===== config.mk =====
export PLATFORM = sky130hd
export DESIGN_NAME = link_control_field_outputs
export DESIGN_NICKNAME = d
export VERILOG_FILES = /design/src/link_ctrl_pkg.sv /design/src/link_control_field_outputs.sv
export SDC_FILE = /design/constraint.sdc
export NUM_CORES = 1
export LEC_CHECK = 0
export BUFFER_PORTS_ARGS = -buffer_cell sky130_fd_sc_hd__buf_2
export CAP_MARGIN = 20
export CORE_MARGIN = 2
export CORE_UTILIZATION = 35
export DETAILED_ROUTE_END_ITERATION = 16
export GPL_ROUTABILITY_DRIVEN = 0
export PLACE_DENSITY_LB_ADDON = 0.1
export SYNTH_ARGS = -nofsm -noshare
export SYNTH_HDL_FRONTEND = slang
export SYNTH_SLANG_ARGS = --single-unit

===== constraint.sdc =====
create_clock -name clk_i -period 1.2 [get_ports clk_i]
set_input_delay 0.12 -clock clk_i [delete_from_list [all_inputs] [get_ports clk_i]]
set_output_delay 0.12 -clock clk_i [all_outputs]
set_load 0.01 [all_outputs]

===== src/link_ctrl_pkg.sv =====
// Package for the link control field outputs block: offsets, field positions,
// reset values. Assumes a 32-bit classic Wishbone bus with byte addresses.
// Overview of operation
// - Bandwidth interrupt enable out, bit 10, active low
// - Clock PM enable out follows bit 8
// - Common refclk config out follows bit 6
// - Extended sync out follows bit 7
package link_ctrl_pkg;
  localparam int          ADDR_W          = 4;
  localparam int          DATA_W          = 32;
  localparam int          LCTRL_W         = 16;
  localparam logic [3:0]  OFS_LINK_CTRL   = 4'h0;  // link_control_register
  localparam logic [3:0]  OFS_FIELD_STAT  = 4'h4;  // Live state of the four outputs
  localparam int          BIT_CLK_PM      = 8;
  localparam int          BIT_COMMON_CLK  = 6;
  localparam int          BIT_EXT_SYNC    = 7;
  localparam int          BIT_BW_IRQ_EN   = 10;
  localparam logic [15:0] LCTRL_RESET     = 16'h0000;
  localparam logic [15:0] LCTRL_WR_MASK   = 16'h0FDB;  // Bits 15:12, 5 and 2 read zero
  localparam int          STAT_BW         = 0;
  localparam int          STAT_CLK_PM     = 1;
  localparam int          STAT_COMMON     = 2;
  localparam int          STAT_EXT_SYNC   = 3;
endpackage


===== src/link_control_field_outputs.sv =====
// Link control register with four fields presented as user-clock outputs.
// Assumes a classic Wishbone master on the same clock and a synchronous reset.
// The block only reports the four settings; it raises no interrupt and drives
// no clock request itself, so the fabric logic must act on the outputs.
// Every bus access is answered one cycle after it is taken. The master must
// drop cyc and stb for a cycle after each ack before its next request.
// Unmapped offsets answer with ack and read zero, so a stray access never hangs.
// Bits outside the writable mask always read zero and never reach an output.
//
// Local design decisions: the placing of the registers and the Wishbone register port.
`timescale 1ns/1ps
module link_control_field_outputs (
  input  wire logic                            clk_i,                       // User clock, 20 MHz
  input  wire logic                            rst_i,                       // Sync reset, active high
  input  wire logic                            cyc_i,                       // Wishbone cycle
  input  wire logic                            stb_i,                       // Wishbone strobe
  input  wire logic                            we_i,                        // Write enable
  input  wire logic [link_ctrl_pkg::ADDR_W-1:0] adr_i,                      // Byte address
  input  wire logic [3:0]                      sel_i,                       // Byte lanes
  input  wire logic [link_ctrl_pkg::DATA_W-1:0] dat_i,                      // Write data
  output logic      [link_ctrl_pkg::DATA_W-1:0] dat_o,                      // Read data
  output logic                                 ack_o,                       // Acknowledge
  output logic                                 bw_mgmt_irq_enable_out_o,    // Low = enabled
  output logic                                 clock_pm_enable_out_o,       // Clock request allowed
  output logic                                 common_refclk_config_out_o,  // Shared refclk
  output logic                                 extended_sync_out_o          // Extra ordered sets
);
  import link_ctrl_pkg::*;

  logic [LCTRL_W-1:0] lctrl_ff, nxt_lctrl;
  logic [DATA_W-1:0]  rdata_ff, nxt_rdata;
  logic               ack_ff, nxt_ack;
  logic               bw_ff, nxt_bw;
  logic               cpm_ff, nxt_cpm;
  logic               ccc_ff, nxt_ccc;
  logic               esync_ff, nxt_esync;
  logic               req, wr_take;

  // Expand two byte selects into a 16-bit lane mask
  function automatic logic [LCTRL_W-1:0] lane_mask(input logic [3:0] sel);
    lane_mask = {{8{sel[1]}}, {8{sel[0]}}};
  endfunction

  // Write lands on the same edge the master sees ack, as classic cycles require
  assign req     = cyc_i & stb_i;
  assign wr_take = req & ack_ff & we_i;

  // Register file and bus answer; every access answers one cycle after request
  always_comb begin
    nxt_ack   = req & ~ack_ff;
    nxt_lctrl = lctrl_ff;
    nxt_rdata = '0;
    if (wr_take && adr_i == OFS_LINK_CTRL) begin
      nxt_lctrl = (lctrl_ff & ~(lane_mask(sel_i) & LCTRL_WR_MASK))
                | (dat_i[LCTRL_W-1:0] & lane_mask(sel_i) & LCTRL_WR_MASK);
    end
    if (req && !ack_ff && !we_i) begin
      case (adr_i)
        OFS_LINK_CTRL:  nxt_rdata = {{(DATA_W-LCTRL_W){1'b0}}, lctrl_ff};
        OFS_FIELD_STAT: begin
          nxt_rdata[STAT_BW]       = bw_ff;
          nxt_rdata[STAT_CLK_PM]   = cpm_ff;
          nxt_rdata[STAT_COMMON]   = ccc_ff;
          nxt_rdata[STAT_EXT_SYNC] = esync_ff;
        end
        default:        nxt_rdata = '0;  // Unmapped reads answer zero
      endcase
    end
  end

  // Outputs are flops fed from the next register value, so they move on the same edge as the register write
  always_comb begin
    nxt_bw    = ~nxt_lctrl[BIT_BW_IRQ_EN];
    nxt_cpm   = nxt_lctrl[BIT_CLK_PM];
    nxt_ccc   = nxt_lctrl[BIT_COMMON_CLK];
    nxt_esync = nxt_lctrl[BIT_EXT_SYNC];
  end

  // Register stage
  always_ff @(posedge clk_i) begin
    if (rst_i) begin
      lctrl_ff <= LCTRL_RESET;
      rdata_ff <= '0;
      ack_ff   <= 1'b0;
      bw_ff    <= ~LCTRL_RESET[BIT_BW_IRQ_EN];
      cpm_ff   <= LCTRL_RESET[BIT_CLK_PM];
      ccc_ff   <= LCTRL_RESET[BIT_COMMON_CLK];
      esync_ff <= LCTRL_RESET[BIT_EXT_SYNC];
    end else begin
      lctrl_ff <= nxt_lctrl;
      rdata_ff <= nxt_rdata;
      ack_ff   <= nxt_ack;
      bw_ff    <= nxt_bw;
      cpm_ff   <= nxt_cpm;
      ccc_ff   <= nxt_ccc;
      esync_ff <= nxt_esync;
    end
  end

  // Interrupt generation and clock request handling are left to user logic
  assign dat_o                      = rdata_ff;
  assign ack_o                      = ack_ff;
  assign bw_mgmt_irq_enable_out_o   = bw_ff;     // Low means the fabric may interrupt
  assign clock_pm_enable_out_o      = cpm_ff;    // Fabric decides on clock request
  assign common_refclk_config_out_o = ccc_ff;
  assign extended_sync_out_o        = esync_ff;
endmodule


==> run_results.csv <==
group,metric,value,unit
drt,dr_total_vias,753,
timing,max_freq,818,MHz
clocking,clockBufferDepth,2,
pwr,vdd_ir_drop_max,318,uV
logic_synthesis,avgSynthCellArea,10.4,um^2
place,dp_hpwl,1520,um
global_routing,grt_overflow,0,
critical_path,crit_arrival,1.47,ns
cells_and_area,diodes,0,
clocking,clkSlewWorstSetupHoldPaths,0.13,ns
drt,drcViolationCount,0,
place,port_buffers,36,
timing,setup_viol,3,
timing,tns,-0.0270,ns
job,maxCapViolations,0,
timing,period_needed,1.22,ns
pwr,swShare,23.9,%
logic_synthesis,ys_seq_elements,23,
global_routing,grt_pass1_vias,701,
drt,vias_per_cell,3.94,
run_status,status,"finished, violations left",
timing,slew_viol_final,0,
global_routing,grt_pass1_wl,2890,um
global_routing,antenna_found_initial,0,
critical_path,crit_slowest_cell,"dfxtp_4",
timing,rsz0062_at_grt,"yes",
pwr,p_clk_share,28.4,%
clocking,cts_sinks,23,
pwr,sequentialPowerShare,61.2,%
clocking,cts_tree,"done",
timing,fin_ws,-0.0219,ns
pwr,total_power,1.25,mW
timing,min_period_over_period,102,%
global_routing,grt_usage,11.0,%
clocking,cts_root_buf,"clkbuf_4",
global_routing,grt_max_degree,21,
critical_path,crit_type,"reg -> reg",
logic_synthesis,synthArstFlopShare,0,%
clocking,cts_made_buffers,3,
drt,drtAntennaViolNets,0,
hold_path,hold_path.class,"in -> reg",
logic_synthesis,synthesis.area,1100,um^2
clocking,cts.htree.levels,1,
floorplanning,die-area,3600,um^2
floorplanning,fp.dieW,60.0,um
timing,final-hold-violation-count,0,
logic_synthesis,syn_inst,105,
critical_path,crit_chain,"nand4bb_4 -> nor4_4 -> buf_4 -> mux2i_1",
run_status,violations,"setup timing",
cells_and_area,syn2layout_area_growth,19.4,%
logic_synthesis,synth_warnings,0,
drt,routed_wl,1930,um
clocking,clk_latency,0.31,ns
drt,drt_pre_antenna_iters,6,
pwr,p_leak,0.608,nW
pwr,p_int,0.951,mW
logic_synthesis,synth-edff-count,0,
timing,finalClockSkew,0.00776,ns
logic_synthesis,yosysSeqAreaShare,42.0,%
logic_synthesis,ys.flop_type,"dfxtp_1",
pwr,p_sw,0.298,mW
floorplanning,core,3030,um^2
floorplanning,die_h,60.0,um
critical_path,cp_max_fo,3,
pwr,combPwrFrac,10.4,%
cells_and_area,fin_nets,193,
floorplanning,fp-row-count,20,
floorplanning,initial_core_util,36.2,%
drt,drt_iter0_drc,6,
critical_path,end_kind,"register",
drt,wl_per_cell,10.1,um
logic_synthesis,synthDistinctLibCells,19,
pwr,power_density,955,nW/um^2
critical_path,crit_required,1.44,ns
critical_path,slowest_delay,0.38,ns
cells_and_area,fin_util,43.2,%
cells_and_area,drive_above_1_share,36.1,%
floorplanning,ios,82,
critical_path,cp-start-kind,"register",
power by group through the flow:
stage	Clock [mW]	Combinational, mW	Sequential, mW
2_1_floorplan	0	0.130	0.783
3_3_place_gp	0	0.127	0.782
3_5_place_dp	0	0.130	0.782
4_1_cts	0.370	0.130	0.765
5_1_grt	0.394	0.142	0.766
6_report	0.355	0.130	0.765
repair_timing:
action | CTS | global route
setup buffers | 0 | 0
pin swaps | 0 | 1
hold buffers | 0 | 0
gates cloned | 0 | 0
gates resized for setup | 1 | 0
endpoints found under the setup margin | 10 | 10
worst paths after layout:
path	endpoint	startpoint	cells past startpoint	slack [ns]
hold reg to reg	dat_o[2]	register	2	0.46
setup reg to reg	register	ack_o	4	-0.02
setup / recovery	register	ack_o	4	-0.02
hold / removal	register	dat_i[4]	3	0.05
critical path, delay by kind of cell, from the launching register on:
| family | cells | cell delay (ns) |
|---|---|---|
| buf+inv | 1 | 0.20 |
| flops | 1 | 0.38 |
| mux | 1 | 0.19 |
| simple gates | 2 | 0.40 |
layout make-up:
type | instances | area [um^2]
clock buffers | 4 | 26.3
fillers | 307 | 1720
inverters | 2 | 7.51
multi-input cells | 76 | 527
flip-flops and latches | 23 | 464
well taps | 44 | 55.1
repair buffers | 42 | 229
per-stage QoR:
step	cell area, um^2	setup WS [ns]	hold slack, ns	cells
final	1310	-0.0219	0.0540	191
after CTS	1310	-0.0620	0.0480	191
after floorplan	1170	-0.0789	0.275	125
after global placement	1280	-0.0599	0.382	187
after detailed placement	1280	-0.0614	0.392	187
after global routing	1310	-0.107	0.0574	191
logic make-up (layout without fill, tap and decap cells):
| family | Yosys count | count (layout) | synth area share (%) |
|---|---|---|---|
| buffers and inverters | 26 | 48 | 16.8 |
| flip-flops | 23 | 23 | 42.0 |
| multiplexers | 14 | 14 | 13.2 |
| other | 1 | 21 | 0.342 |
| AND/OR/NAND/NOR | 41 | 41 | 27.6 |
metal layers:
layer | GRT usage [%] | wire length (um) | vias up
met2 | 19.3 | 982 | 29
met5 | 0 | 0 | -
li1 | - | - | 378
met4 | 5.71 | 0 | 0
met3 | 2.38 | 99 | 0
met1 | 12.3 | 844 | 346
placed cells by master (no fill, tap or decap):
cell type and count:
nor4_4 2, nand2_1 3, and2_1 7, nor2_1 4, nand4bb_4 1, buf_4 5
or2_4 1, buf_6 1, conb_1 21, dfxtp_1 22, and3b_2 1, dfxtp_4 1
clkbuf_4 3, mux2_4 1, nor4_1 1, mux2i_1 13, and4bb_2 1, clkbuf_1 1
buf_2 36, nand2b_1 18, nor2b_1 2, inv_1 2
synth_stat cells (2+ instances only):
| master | count | share of area (%) |
|---|---|---|
| nor2_1 | 4 | 1.4 |
| inv_1 | 2 | 0.69 |
| buf_4 | 21 | 14 |
| dfxtp_1 | 23 | 42 |
| nand2b_1 | 18 | 10 |
| clkbuf_1 | 2 | 0.69 |
| nand2_1 | 3 | 1.0 |
| and2_1 | 7 | 4.0 |
| nor4_4 | 2 | 3.9 |
| nor2b_1 | 2 | 1.1 |
| mux2i_1 | 13 | 12 |
(Power assumes the default switching activity.)
